`src/hdl/tefl_defs.vh`:
```
// constants of the timer event flag block: register map, field positions,
// reset values and encodings; assumes byte addresses decoded on haddr[7:0]
`ifndef TEFL_DEFS_VH
`define TEFL_DEFS_VH
// ==============================
// register byte offsets
`define TEFL_OFF_CTRL 8'h00
`define TEFL_OFF_MOD 8'h04
`define TEFL_OFF_CNT 8'h08
`define TEFL_OFF_STAT 8'h0c
`define TEFL_OFF_IEN 8'h10
`define TEFL_OFF_CH0 8'h20
`define TEFL_CH_STRIDE 8'h08
`define TEFL_CH_VAL_OFS 8'h04
// ==============================
// field positions
`define TEFL_CTRL_RUN 0
`define TEFL_CTRL_CAS 1
`define TEFL_CNT_DIR 16
`define TEFL_WRAP_BIT 0
`define TEFL_CFG_MODE 1:0
`define TEFL_CFG_EDGE 3:2
`define TEFL_HTRANS_ACT 1
// ==============================
// reset values and encodings
`define TEFL_CTRL_RST 2'h0
`define TEFL_CFG_RST 4'h0
`define TEFL_CNT_ZERO 16'h0000
`define TEFL_CNT_ONES 16'hffff
`define TEFL_CNT_ONE 16'h0001
`define TEFL_MODE_CAP 2'h0
`define TEFL_MODE_CMP 2'h1
`define TEFL_MODE_PWM 2'h2
`define TEFL_EDGE_NONE 2'h0
`define TEFL_EDGE_RISE 2'h1
`define TEFL_EDGE_FALL 2'h2
`define TEFL_EDGE_BOTH 2'h3
`define TEFL_WORD_ZERO 32'h0000_0000
`endif

```
`src/hdl/tefl_top.v`:
```
// timer event flag block: 16-bit counter, wrap and channel flags,
// interrupt request; assumes one AHB-Lite master and synchronous pins
//
// Functional notes
// free up-count runs zero to all ones, wraps
// free mode sets wrap flag at ones-to-zero
// nonzero modulus sets wrap flag at modulus-to-zero
// up/down sets wrap flag reversing at modulus
// capture flag on selected edge of input
// compare flag on every counter match
// edge PWM flag on counter match
// center PWM flag on both matches
// clear by read-while-set then write zero
// level interrupt while enabled flag is one
// up/down counts up to modulus, down to zero
// reset clears flags, enables, counter
`timescale 1ns/1ns
`include "tefl_defs.vh"
module tefl_top #(
    parameter NCH = 2, // channel count, at most 28
    parameter W = 16 // counter width
) (
    input wire CLK,
    input wire RST_N,
    input wire HSEL,
    input wire [31:0] HADDR,
    input wire [1:0] HTRANS,
    input wire HWRITE,
    input wire [2:0] HSIZE,
    input wire [31:0] HWDATA,
    input wire HREADY,
    output reg [31:0] HRDATA,
    output reg HREADYOUT,
    output reg HRESP,
    input wire [NCH-1:0] CH_IN,
    output reg IRQ
);
    localparam NF = NCH + 1; // wrap flag plus one per channel

    // ==============================
    // state
    reg [1:0] ctrl_r; // run and center_align_select
    reg [W-1:0] mod_r; // modulus limit, zero means none
    reg [W-1:0] cnt_r; // counter
    reg [W-1:0] cnt_nxt;
    reg dir_up_r; // up/down direction, high while counting up
    reg dir_up_nxt;
    reg wrap_evt; // counter wrap this cycle
    reg [NF-1:0] flag_r; // counter_wrap_flag and channel_event_flag bits
    reg [NF-1:0] flag_nxt;
    reg [NF-1:0] arm_r; // flag was read while set
    reg [NF-1:0] arm_nxt;
    reg [NF-1:0] ien_r; // wrap_irq_enable and channel_irq_enable bits
    reg [NF-1:0] ien_nxt;
    reg [3:0] ch_cfg_r [0:NCH-1]; // mode and edge_level_select
    reg [W-1:0] ch_val_r [0:NCH-1]; // compare values
    reg dp_wr_r; // write data phase pending
    reg [7:0] dp_addr_r; // address of that write
    reg [31:0] rd_mux; // read data chosen in address phase
    wire [NCH-1:0] ch_evt; // channel event pulses
    wire [31:0] ch_rd [0:NCH-1]; // per-channel read contributions
    wire run = ctrl_r[`TEFL_CTRL_RUN];
    wire center = ctrl_r[`TEFL_CTRL_CAS];
    // free running when no limit is set; up/down needs a nonzero limit
    wire no_limit = (mod_r == `TEFL_CNT_ZERO);
    wire [W-1:0] limit = no_limit ? `TEFL_CNT_ONES : mod_r;
    wire ap_take = HSEL & HREADY & HTRANS[`TEFL_HTRANS_ACT]; // address phase
    wire ap_rd = ap_take & ~HWRITE;
    wire [7:0] ap_addr = HADDR[7:0];
    wire rd_stat = ap_rd & (ap_addr == `TEFL_OFF_STAT);
    wire wr_ctrl = dp_wr_r & (dp_addr_r == `TEFL_OFF_CTRL);
    wire wr_mod = dp_wr_r & (dp_addr_r == `TEFL_OFF_MOD);
    wire wr_stat = dp_wr_r & (dp_addr_r == `TEFL_OFF_STAT);
    wire wr_ien = dp_wr_r & (dp_addr_r == `TEFL_OFF_IEN);
    wire [NF-1:0] evt = {ch_evt, wrap_evt}; // all flag-setting events
    integer k;

    // ==============================
    // counter step
    always @* begin
        cnt_nxt = cnt_r;
        dir_up_nxt = dir_up_r;
        wrap_evt = 1'b0;
        if (!run) begin
            cnt_nxt = cnt_r; // stopped, hold value
        end else if (center && !no_limit) begin
            if (dir_up_r) begin
                // >= also recovers if the limit is lowered below the count
                if (cnt_r >= mod_r) begin
                    dir_up_nxt = 1'b0;
                    cnt_nxt = cnt_r - `TEFL_CNT_ONE;
                    wrap_evt = 1'b1;
                end else begin
                    cnt_nxt = cnt_r + `TEFL_CNT_ONE;
                end
            end else if (cnt_r == `TEFL_CNT_ZERO) begin
                dir_up_nxt = 1'b1;
                cnt_nxt = cnt_r + `TEFL_CNT_ONE;
            end else begin
                cnt_nxt = cnt_r - `TEFL_CNT_ONE;
            end
        end else begin
            dir_up_nxt = 1'b1;
            // the ones check catches a limit set below the running count
            if ((cnt_r == limit) || (cnt_r == `TEFL_CNT_ONES)) begin
                cnt_nxt = `TEFL_CNT_ZERO; // see R1
                wrap_evt = 1'b1; // see R2
            end else begin
                cnt_nxt = cnt_r + `TEFL_CNT_ONE;
            end
        end
    end

    // ==============================
    // flags, two-step clear and enables
    always @* begin
        arm_nxt = arm_r;
        flag_nxt = flag_r;
        ien_nxt = ien_r;
        if (wr_stat) begin
            // written zero on an armed bit clears it; ones leave it alone
            flag_nxt = flag_r & ~(arm_r & ~HWDATA[NF-1:0]);
            arm_nxt = {NF{1'b0}};
        end
        if (rd_stat) begin
            arm_nxt = arm_nxt | flag_r;
        end
        // a new event sets the flag and restarts the sequence
        flag_nxt = flag_nxt | evt;
        arm_nxt = arm_nxt & ~evt;
        if (wr_ien) begin
            ien_nxt = HWDATA[NF-1:0];
        end
    end

    // ==============================
    // channels
    genvar i;
    generate
        for (i = 0; i < NCH; i = i + 1) begin : g_ch
            // full-width sum first, then the low byte kept on purpose
            localparam [31:0] CFG_W = `TEFL_OFF_CH0 + i * `TEFL_CH_STRIDE;
            localparam [7:0] CFG_A = CFG_W[7:0];
            localparam [7:0] VAL_A = CFG_A + `TEFL_CH_VAL_OFS;
            // config and value registers of this channel
            always @(posedge CLK) begin
                if (!RST_N) begin
                    ch_cfg_r[i] <= `TEFL_CFG_RST;
                    ch_val_r[i] <= `TEFL_CNT_ZERO;
                end else if (dp_wr_r) begin
                    if (dp_addr_r == CFG_A) begin
                        ch_cfg_r[i] <= HWDATA[3:0];
                    end
                    if (dp_addr_r == VAL_A) begin
                        ch_val_r[i] <= HWDATA[W-1:0];
                    end
                end
            end
            // read contribution, zero when not addressed
            assign ch_rd[i] = (ap_addr == CFG_A) ? {28'h0000000, ch_cfg_r[i]} :
                (ap_addr == VAL_A) ? {{(32-W){1'b0}}, ch_val_r[i]} :
                `TEFL_WORD_ZERO;
            tefl_chan #(
                .W(W)
            ) u_chan (
                .clk(CLK),
                .rst_n(RST_N),
                .run(run),
                .cnt(cnt_r),
                .val(ch_val_r[i]),
                .mode(ch_cfg_r[i][`TEFL_CFG_MODE]),
                .edge_sel(ch_cfg_r[i][`TEFL_CFG_EDGE]),
                .pin_in(CH_IN[i]),
                .event_r(ch_evt[i])
            );
        end
    endgenerate

    // ==============================
    // read mux, evaluated in the address phase
    always @* begin
        rd_mux = `TEFL_WORD_ZERO; // unmapped reads return zero
        case (ap_addr)
            `TEFL_OFF_CTRL: rd_mux = {{30{1'b0}}, ctrl_r};
            `TEFL_OFF_MOD: rd_mux = {{(32-W){1'b0}}, mod_r};
            `TEFL_OFF_CNT: begin
                rd_mux[W-1:0] = cnt_r;
                rd_mux[`TEFL_CNT_DIR] = dir_up_r;
            end
            `TEFL_OFF_STAT: rd_mux[NF-1:0] = flag_r;
            `TEFL_OFF_IEN: rd_mux[NF-1:0] = ien_r;
            default: begin
                for (k = 0; k < NCH; k = k + 1) begin
                    rd_mux = rd_mux | ch_rd[k];
                end
            end
        endcase
    end

    // ==============================
    // bus slave: zero wait states, always OKAY
    always @(posedge CLK) begin
        if (!RST_N) begin
            dp_wr_r <= 1'b0;
            dp_addr_r <= 8'h00;
            HRDATA <= `TEFL_WORD_ZERO;
            HREADYOUT <= 1'b0;
            HRESP <= 1'b0;
        end else begin
            dp_wr_r <= ap_take & HWRITE;
            dp_addr_r <= ap_addr;
            HREADYOUT <= 1'b1;
            HRESP <= 1'b0;
            if (ap_rd) begin
                HRDATA <= rd_mux;
            end
        end
    end

    // ==============================
    // counter, control and flag registers
    always @(posedge CLK) begin
        if (!RST_N) begin
            ctrl_r <= `TEFL_CTRL_RST;
            mod_r <= `TEFL_CNT_ZERO;
            cnt_r <= `TEFL_CNT_ZERO;
            dir_up_r <= 1'b1;
            flag_r <= {NF{1'b0}};
            arm_r <= {NF{1'b0}};
            ien_r <= {NF{1'b0}};
            IRQ <= 1'b0;
        end else begin
            if (wr_ctrl) begin
                ctrl_r <= HWDATA[1:0];
            end
            if (wr_mod) begin
                mod_r <= HWDATA[W-1:0];
            end
            cnt_r <= cnt_nxt;
            dir_up_r <= dir_up_nxt;
            flag_r <= flag_nxt;
            arm_r <= arm_nxt;
            ien_r <= ien_nxt;
            // built from next values so it tracks the flags cycle for cycle
            IRQ <= |(flag_nxt & ien_nxt);
        end
    end
endmodule // tefl_top

```
`src/hdl/tefl_chan.v`:
```
// one timer channel: turns a capture edge or a counter match into an
// event pulse; assumes the pin input is already synchronous to clk
`timescale 1ns/1ns
`include "tefl_defs.vh"
module tefl_chan #(
    parameter W = 16
) (
    input wire clk,
    input wire rst_n,
    input wire run,
    input wire [W-1:0] cnt,
    input wire [W-1:0] val,
    input wire [1:0] mode,
    input wire [1:0] edge_sel,
    input wire pin_in,
    output reg event_r
);
    reg pin_prev_r; // pin level one cycle ago
    reg event_nxt; // event of this cycle
    wire rise = pin_in & ~pin_prev_r;
    wire fall = ~pin_in & pin_prev_r;
    wire match = run & (cnt == val); // one hit per counter value held

    // ==============================
    // event decode
    always @* begin
        event_nxt = 1'b0;
        case (mode)
            `TEFL_MODE_CAP: begin
                case (edge_sel)
                    `TEFL_EDGE_RISE: event_nxt = rise;
                    `TEFL_EDGE_FALL: event_nxt = fall;
                    `TEFL_EDGE_BOTH: event_nxt = rise | fall;
                    default: event_nxt = 1'b0; // capture off
                endcase
            end
            `TEFL_MODE_CMP: event_nxt = match;
            // up/down count passes the value twice a period, so two hits
            `TEFL_MODE_PWM: event_nxt = match; // see R7
            default: event_nxt = 1'b0; // unused mode code is channel off
        endcase
    end

    // ==============================
    // edge history and event pulse
    always @(posedge clk) begin
        if (!rst_n) begin
            pin_prev_r <= 1'b0;
            event_r <= 1'b0;
        end else begin
            pin_prev_r <= pin_in;
            event_r <= event_nxt;
        end
    end
endmodule // tefl_chan

```
`config.mk`:
```
export PLATFORM = sky130hd
export DESIGN_NAME = tefl_top
export DESIGN_NICKNAME = d
export VERILOG_FILES = /design/src/hdl/tefl_top.v /design/src/hdl/tefl_chan.v
export VERILOG_INCLUDE_DIRS = /design/src /design/src/hdl
export SDC_FILE = /design/constraint.sdc
export NUM_CORES = 1
export LEC_CHECK = 0
export BUFFER_PORTS_ARGS = -buffer_cell sky130_fd_sc_hd__buf_4
export CAP_MARGIN = 20
export CORE_AREA = 2 2 158 160
export CTS_CLUSTER_SIZE = 28
export DETAILED_ROUTE_END_ITERATION = 12
export DIE_AREA = 0 0 160 162
export PLACE_DENSITY = 0.49
export SLEW_MARGIN = 10
export SYNTH_ARGS = -nofsm -noshare
export SYNTH_HDL_FRONTEND = slang
export SYNTH_SLANG_ARGS = --single-unit
```
`constraint.sdc`:
```
create_clock -name CLK -period 5.7 [get_ports CLK]
set_input_delay 0.57 -clock CLK [delete_from_list [all_inputs] [get_ports CLK]]
set_output_delay 0.57 -clock CLK [all_outputs]
set_load 0.005 [all_outputs]
```
==> results of run 1 <==
power by group through the flow:
stage | logic (mW) | clock network, mW | registers, mW
after detailed placement | 0.117 | 0 | 0.912
after global placement | 0.117 | 0 | 0.912
after global routing | 0.127 | 1.11 | 0.897
final | 0.115 | 1.05 | 0.895
after floorplan | 0.0726 | 0 | 0.908
after CTS | 0.118 | 1.07 | 0.895
how the worst min path moves through the flow:
| stage | start | to | slack (ns) |
|---|---|---|---|
| 4_1_cts | HADDR[6] | dp_addr_r[6]$_SDFF_PN0_ | 0.35 |
| 3_5_place_dp | g_ch[0].u_chan.event_r$_SDFF_PN0_ | arm_r[1]$_SDFF_PN0_ | 0.41 |
| 5_1_grt | HADDR[6] | dp_addr_r[6]$_SDFF_PN0_ | 0.36 |
| 3_3_place_gp | g_ch[0].u_chan.event_r$_SDFF_PN0_ | arm_r[1]$_SDFF_PN0_ | 0.41 |
| 6_report | HADDR[6] | dp_addr_r[6]$_SDFF_PN0_ | 0.36 |
| 2_1_floorplan | g_ch[0].u_chan.event_r$_SDFF_PN0_ | arm_r[1]$_SDFF_PN0_ | 0.39 |
sequential cells by signal, indices dropped and copies added (netlist names), 2 cells and up:
register,flops
ctrl_r,2
HRDATA,17
cnt_r,16
mod_r,16
ch_val_r,32
g_ch.u_chan.pin_prev_r,2
arm_r,3
dp_addr_r,8
g_ch.u_chan.event_r,2
ch_cfg_r,8
flag_r,3
ien_r,3
through the flow:
| stage | hold WS [ns] | total power, mW | cells | utilization [%] | worst slack (ns) |
|---|---|---|---|---|---|
| 6_report | 0.365 | 2.06 | 1133 | 34.2 | 2.29 |
| 5_1_grt | 0.356 | 2.13 | 1133 | 34.2 | 1.91 |
| 4_1_cts | 0.351 | 2.08 | 1133 | 34.2 | 2.29 |
| 3_5_place_dp | 0.406 | 1.03 | 1101 | 31.9 | 2.29 |
| 3_3_place_gp | 0.410 | 1.03 | 1101 | 31.9 | 2.24 |
| 2_1_floorplan | 0.389 | 0.981 | 789 | - | 3.03 |
worst max-delay path, cell delays in order (launching register included):
cell	delay, ns
dfxtp_1	0.62
inv_1	0.24
ha_1	0.33
nor2_1	0.04
a21oi_1	0.14
and4b_1	0.24
o211ai_1	0.54
nand2_1	0.34
o31ai_1	0.37
o221ai_1	0.18
a32o_1	0.28
cells by family after synthesis:
logic type                 synth area share (%)
and+or+nand+nor                            20.8
muxes                                      3.87
buffers and inverters                      6.98
other                                    0.0525
xor gates and xnor gates                   6.63
adders and majority gates                  4.73
AOI/OAI and AO/OA                          18.8
DFF                                        38.1
placed cells by master, fill, tap and decap left out, types with 24 or more instances in the layout:
cell	netlist	layout
o21ai_0	32	30
dfxtp_1	76	76
buf_4	16	58
nor2_1	54	52
nand2_1	31	31
ha_1	27	27
edfxtp_1	40	40
and2_1	42	42
inv_1	38	38
xnor2_1	42	42
a22oi_1	24	24
layout make-up:
cell class                 count  area, µm²  area share [%]
clock buffer                  18        429            5.20
clock inverter                14        138            1.67
inverter                      38        143            1.73
multi-input combinational    565       3980            48.2
sequential                   116       2720            33.0
tap                          324        405            4.91
timing repair buffer          58        435            5.28
routing by layer:
metal / vias up / track usage, % / share of wire (%) / wire length (µm)
met4: 0 / 5.00 / 1.5 / 316
met5: - / 0 / 0 / 0
met2: 136 / 26.2 / 46 / 9750
li1: 2862 / - / - / -
met3: 23 / 3.27 / 3.7 / 786
met1: 2846 / 22.7 / 48 / 10200
==> results.toml, run 1 <==
[setup_path]
critPathCaptureType = "flop"
endpoint = "cnt_r[7]$_SDFFE_PN0P_"
worstReg2RegStart = "cnt_r[0]$_SDFFE_PN0P_"
r2r_end = "cnt_r[7]$_SDFFE_PN0P_"
required_ns = 6.02
reg2reg_depth = 10
arrival_ns = 3.72
cp_max_fo = 11
startpoint = "cnt_r[0]$_SDFFE_PN0P_"
reg2reg_slack_ns = 2.29
path_class = "flop to flop"
startpoint_type = "flop"

[power_and_ir_drop]
netSwitchingPower_mw = 0.495
clkPwrFrac_pct = 51.0
p_seq_share_pct = 43.4
p_sw_share_pct = 24.0
power_density_nw_per_um2 = 250
ir_worst_vdd_mv = 0.187
p_int_mw = 1.57
p_leak_nw = 2.98
combPwrFrac_pct = 5.6

[cts]
root_buffer = "clkbuf_16"
clock_latency_ns = 0.42
cts_buffers = 17
cts_num_sinks = 116
hold_buffers = 0
cts_tree = "yes"
cts.repair.resized = 0
h-tree-depth = 4
cts.path.max_buffers = 2
clk_pin_slew_ns = 0.06
cts_setup_buffers = 0

[run]
maxCapViolations = 0

[sta]
rsz0062_at_grt = "no"
slew_headroom_pct = 33.5
setup-violations-final = 0
fmax_mhz = 293
min_period_ns = 3.41
worst_slew_pin_slew_ns = 0.996
skew_ns = 0.00871
fin_crit_sh_pct = 59.8
hold_viol_final = 0
setup_tns_ns = 0
maxSlewViolCount = 0

[layout]
area_growth_pct = 15.6
fin_nets = 899
drive_gt1_share_pct = 14.3
nFillCells = 2538
fin_area_um2 = 8250
num_antenna_cells = 0

[detailed_routing]
vias_per_cell = 5.18
drc = 0
first_pass_iters = 5
ant_nets = 0
vias = 5867
drt_iter0_markers = 346
wl_per_cell_um = 18.6
routed_wl_um = 21100

[die]
die_h_um = 162
core_area_um2 = 24100
core.rowCount = 57
initial_core_util_pct = 29.6
pin_count = 111
die_x_um = 160
die_area_um2 = 25900

[grt]
antenna_found_initial = 0
grt-ovfl-total = 0
grt_pass1_wl_um = 33000
grt_pass1_vias = 5718
grt_max_degree = 64
grt_util_all_layers_pct = 16.5

[yosys]
synth-seq-cells = 116
synth_area_leaders = "dfxtp_1 21%, edfxtp_1 17%, xnor2_1 5.2%"
synthDistinctLibCells = 69
syn_area_um2 = 7140
yosysMostFrequentCell = "dfxtp_1"
syn_inst = 774
ys_async_sr_fraction_pct = 0
synthFlopType = "dfxtp_1"
synth.avg_cell_area_um2 = 9.22
ys_seq_area_share_pct = 38.1
synth_top_area_share_pct = 21.3
yosys_warnings = 0
synth_common_cells = "76 x dfxtp_1, 54 x nor2_1, 42 x and2_1, 42 x xnor2_1, 40 x edfxtp_1"
synth-edff-count = 40
synth_top_area_cell = "dfxtp_1"

[placement]
gp_congestion = 0.790
io_buffers = 50
dp_hpwl_um = 14800
place_area_um2 = 7680

[status]
status = "completed"

[worst_hold_path]
hold_path_depth = 2
worstHoldPathType = "input pin to flop"
Power figures use the tool's default switching activity.
==> run 2, diff against run 1 <==
Settings changed: PLACE_DENSITY 0.49 to 0.51.
Clock period 5.7 ns to 3.1 ns, I/O delays scaled along.
==> results.toml, run 2 (same netlist as run 1, synthesis figures left out) <==
[power_and_ir_drop]
power_density_nw_per_um2 = 466
p_leak_nw = 3.18
ir_worst_vdd_mv = 0.368

[detailed_routing]
drt_iter0_markers = 467
ant_nets = 0
routed_wl_um = 21500
vias = 6036
drc = 0
wl_per_cell_um = 18.4
first_pass_iters = 5
vias_per_cell = 5.17

[die]
core_area_um2 = 24100
core.rowCount = 57
die_h_um = 162
initial_core_util_pct = 29.6
die_area_um2 = 25900
die_x_um = 160
pin_count = 111

[cts]
cts.path.max_buffers = 2
root_buffer = "clkbuf_16"
hold_buffers = 0
cts_num_sinks = 116
cts_setup_buffers = 0
cts.repair.resized = 0
cts_tree = "yes"
h-tree-depth = 4
clk_pin_slew_ns = 0.06
cts_buffers = 17
clock_latency_ns = 0.43

[setup_path]
critPathCaptureType = "flop"
required_ns = 3.43
arrival_ns = 3.18
path_class = "flop to flop"
startpoint_type = "flop"
cp_max_fo = 17

[grt]
grt-ovfl-total = 0
grt_util_all_layers_pct = 16.8
grt_max_degree = 39
grt_pass1_wl_um = 33700
met2_usage_pct = 26.9
busiest_layer = "met2"
antenna_found_initial = 0
grt.met3_usage_pct = 3.22
met1_usage_pct = 22.6
grt_pass1_vias = 5909

[sta]
fmax_mhz = 351
setup-violations-final = 0
maxSlewViolCount = 0
slew_headroom_pct = 32.9
skew_ns = 0.0112
hold_viol_final = 0
rsz0062_at_grt = "no"
min_period_ns = 2.85
setup_tns_ns = 0
hold_ws_ns = 0.0963
fin_crit_sh_pct = 92.0
worst_slew_pin_slew_ns = 1.01

[layout]
final_common_cell = "buf_4"
area_growth_pct = 20.2
largest_reg_flops = 32
fin_nets = 934
postLayoutCoreUtil_pct = 35.6
largest_register = "ch_val_r"
num_antenna_cells = 0
drive_gt1_share_pct = 18.2
layout_common_cells = "93 x buf_4, 76 x dfxtp_1, 52 x nor2_1, 42 x xnor2_1, 42 x and2_1"
reg_top3 = "ch_val_r (32), HRDATA (17)"

[placement]
gp_congestion = 0.844
dp_hpwl_um = 15700
io_buffers = 50

[worst_hold_path]
worstHoldPathType = "input pin to flop"

[run]
maxCapViolations = 0

[status]
status = "completed"
## run 2: cell count changes in the layout (fill, tap and decap cells not counted)
cell        change
a211oi_1        -1
clkinv_4        -3
clkbuf_1        -1
a211oi_2        +1
clkinvlp_4      +3
bufinv_16       +2
clkinv_2        -3
clkinv_1        -1
buf_4          +35
inv_6           +3
## run 2: through the flow
step	instance area [µm²]	power [mW]	cells	setup WS, ns
finish	8580	4.00	1168	0.249
CTS	8570	4.03	1168	0.268
floorplan	7190	1.80	789	0.427
detailed placement	7950	1.90	1136	0.268
global placement	7950	1.90	1136	0.268
global route	8580	4.11	1168	0.0199
## run 2: cell type report
type	instances	area [µm²]
fillers	2506	15500
multi-input cells	565	3980
flip-flops and latches	116	2720
repair buffers	93	698
clock buffers	17	425
well taps	324	405
clock inverters	15	201
inverters	38	143
## run 2: where the power goes
part,total (mW),switching (mW),internal (mW),leakage (nW)
clock,2.14,0.788,1.35,0.290
sequential,1.64,0.0298,1.61,0.996
combinational,0.218,0.127,0.0913,1.89
## run 2: routing by layer
layer | vias up | part of all wire [%]
li1 | 2938 | -
met3 | 37 | 4.3
met1 | 2894 | 47
met5 | - | 0
met2 | 167 | 46
met4 | 0 | 2.6
## run 2: worst paths after layout
path | from | to | slack, ns | cells after the start
max | mod_r[8]$_SDFFE_PN0P_ | cnt_r[3]$_SDFFE_PN0P_ | 0.25 | 9
min | HADDR[6] | dp_addr_r[6]$_SDFF_PN0_ | 0.1 | 2
max reg2reg | mod_r[8]$_SDFFE_PN0P_ | cnt_r[3]$_SDFFE_PN0P_ | 0.25 | 9
min reg2reg | g_ch[1].u_chan.event_r$_SDFF_PN0_ | arm_r[2]$_SDFF_PN0_ | 0.44 | 1
## run 2: worst max-delay path, cell delays in order, from the launching register on
cell      delay [ns]
dfxtp_1         0.39
nor4_4          0.28
buf_4           0.25
a41oi_1         0.16
xnor2_1         0.17
nor4_1          0.37
nand4_2         0.33
a22oi_4         0.38
o221ai_2        0.15
a32o_1          0.27
==> run 3, diff against run 2 <==
Settings changed: CTS_BUF_LIST set to sky130_fd_sc_hd__clkbuf_2 sky130_fd_sc_hd__clkbuf_4 sky130_fd_sc_hd__clkbuf_8.
==> results.toml, run 3 (same netlist as run 1, synthesis figures left out) <==
[status]
status = "completed"

[layout]
final_common_cell = "buf_4"
nFillCells = 2539
largest_reg_flops = 32
drive_gt1_share_pct = 18.2
reg_top3 = "ch_val_r (32), HRDATA (17)"
largest_register = "ch_val_r"
area_growth_pct = 17.5
layout_common_cells = "93 x buf_4, 76 x dfxtp_1, 52 x nor2_1, 42 x xnor2_1, 42 x and2_1"
num_antenna_cells = 0
fin_nets = 934
layoutNonFillerInstCount = 1168
postLayoutCoreUtil_pct = 34.8

[detailed_routing]
ant_nets = 0
vias_per_cell = 5.17
drt_iter0_markers = 418
vias = 6035
routed_wl_um = 21400
first_pass_iters = 5
drc = 0
wl_per_cell_um = 18.3

[sta]
hold_viol_final = 0
skew_ns = 0.0201
rsz0062_at_grt = "no"
setup-violations-final = 0
setup_tns_ns = 0
maxSlewViolCount = 0
setup_slack_ns = 0.249
slew_headroom_pct = 32.7
fin_crit_sh_pct = 92.0
min_period_ns = 2.85
fmax_mhz = 351
worst_slew_pin_slew_ns = 1.01

[placement]
dp_slack_ns = 0.268
io_buffers = 50
dp_hpwl_um = 15700
gp_congestion = 0.844
dp_cells = 1136

[run]
maxCapViolations = 0

[grt]
grt_pass1_wl_um = 33700
grt_max_degree = 39
grt_util_all_layers_pct = 16.8
grt_pass1_vias = 5954
grt-ovfl-total = 0
antenna_found_initial = 0

[setup_path]
cp_max_fo = 17
path_class = "flop to flop"
startpoint_type = "flop"
required_ns = 3.45
critPathCaptureType = "flop"
arrival_ns = 3.20

[power_and_ir_drop]
ir_worst_vdd_mv = 0.229
power_density_nw_per_um2 = 412
p_leak_nw = 3.09

[cts]
cts.path.max_buffers = 2
clock_latency_ns = 0.47
cts_tree = "yes"
h-tree-depth = 4
cts_setup_buffers = 0
cts_num_sinks = 116
cts_buffers = 17
cts.repair.resized = 0
clk_pin_slew_ns = 0.08
hold_buffers = 0
root_buffer = "clkbuf_8"

[die]
pin_count = 111
die_x_um = 160
core.rowCount = 57
initial_core_util_pct = 29.6
die_area_um2 = 25900
die_h_um = 162
core_area_um2 = 24100

[worst_hold_path]
worstHoldPathType = "input pin to flop"
-- run 3: cell types whose count changed in the layout (fill, tap and decap cells not counted) --
cell and delta:
clkbuf_16 -17, clkbuf_8 +17
-- run 3: metrics by stage --
stage	power (mW)	instance area [µm²]	hold WS [ns]
after floorplan	1.80	7190	0.338
after global placement	1.90	7950	0.429
after detailed placement	1.90	7950	0.430
after CTS	3.49	8380	0.0392
after global routing	3.57	8390	0.0624
final	3.46	8390	0.0656
-- run 3: where the power goes --
part / switching, mW / internal [mW]
logic: 0.127 / 0.0912
clock network: 0.717 / 0.880
registers: 0.0297 / 1.61
total: 0.874 / 2.58
-- run 3: final timing paths --
check	end	start	cells past startpoint	slack, ns
setup / recovery	cnt_r[13]$_SDFFE_PN0P_	mod_r[8]$_SDFFE_PN0P_	9	0.25
hold / removal	dp_addr_r[6]$_SDFF_PN0_	HADDR[6]	2	0.07
setup reg to reg	cnt_r[13]$_SDFFE_PN0P_	mod_r[8]$_SDFFE_PN0P_	9	0.25
hold reg to reg	arm_r[2]$_SDFF_PN0_	g_ch[1].u_chan.event_r$_SDFF_PN0_	1	0.44
-- run 3: metal layers --
metal  global-route usage [%]  part of all wire (%)  vias up
li1                         -                     -     2937
met1                     22.8                    47     2885
met2                     27.0                    46      180
met3                     2.60                   4.5       33
met4                     6.88                   2.3        0
met5                        0                     0        -
-- run 3: area by class of cell --
class	count	area [µm²]	area share, %
clock buffer	17	234	2.79
tap	324	405	4.83
inverter	38	143	1.70
clock inverter	15	201	2.40
multi-input combinational	565	3980	47.5
sequential	116	2720	32.5
timing repair buffer	93	698	8.32
-- run 3: critical path, cell delays in order, from the launching register on --
cell	delay, ns
dfxtp_1	0.40
nor4_4	0.28
buf_4	0.25
a41oi_1	0.16
xnor2_1	0.16
nor4_1	0.37
nand4_2	0.33
a22oi_4	0.38
nor3b_1	0.11
o31a_1	0.30
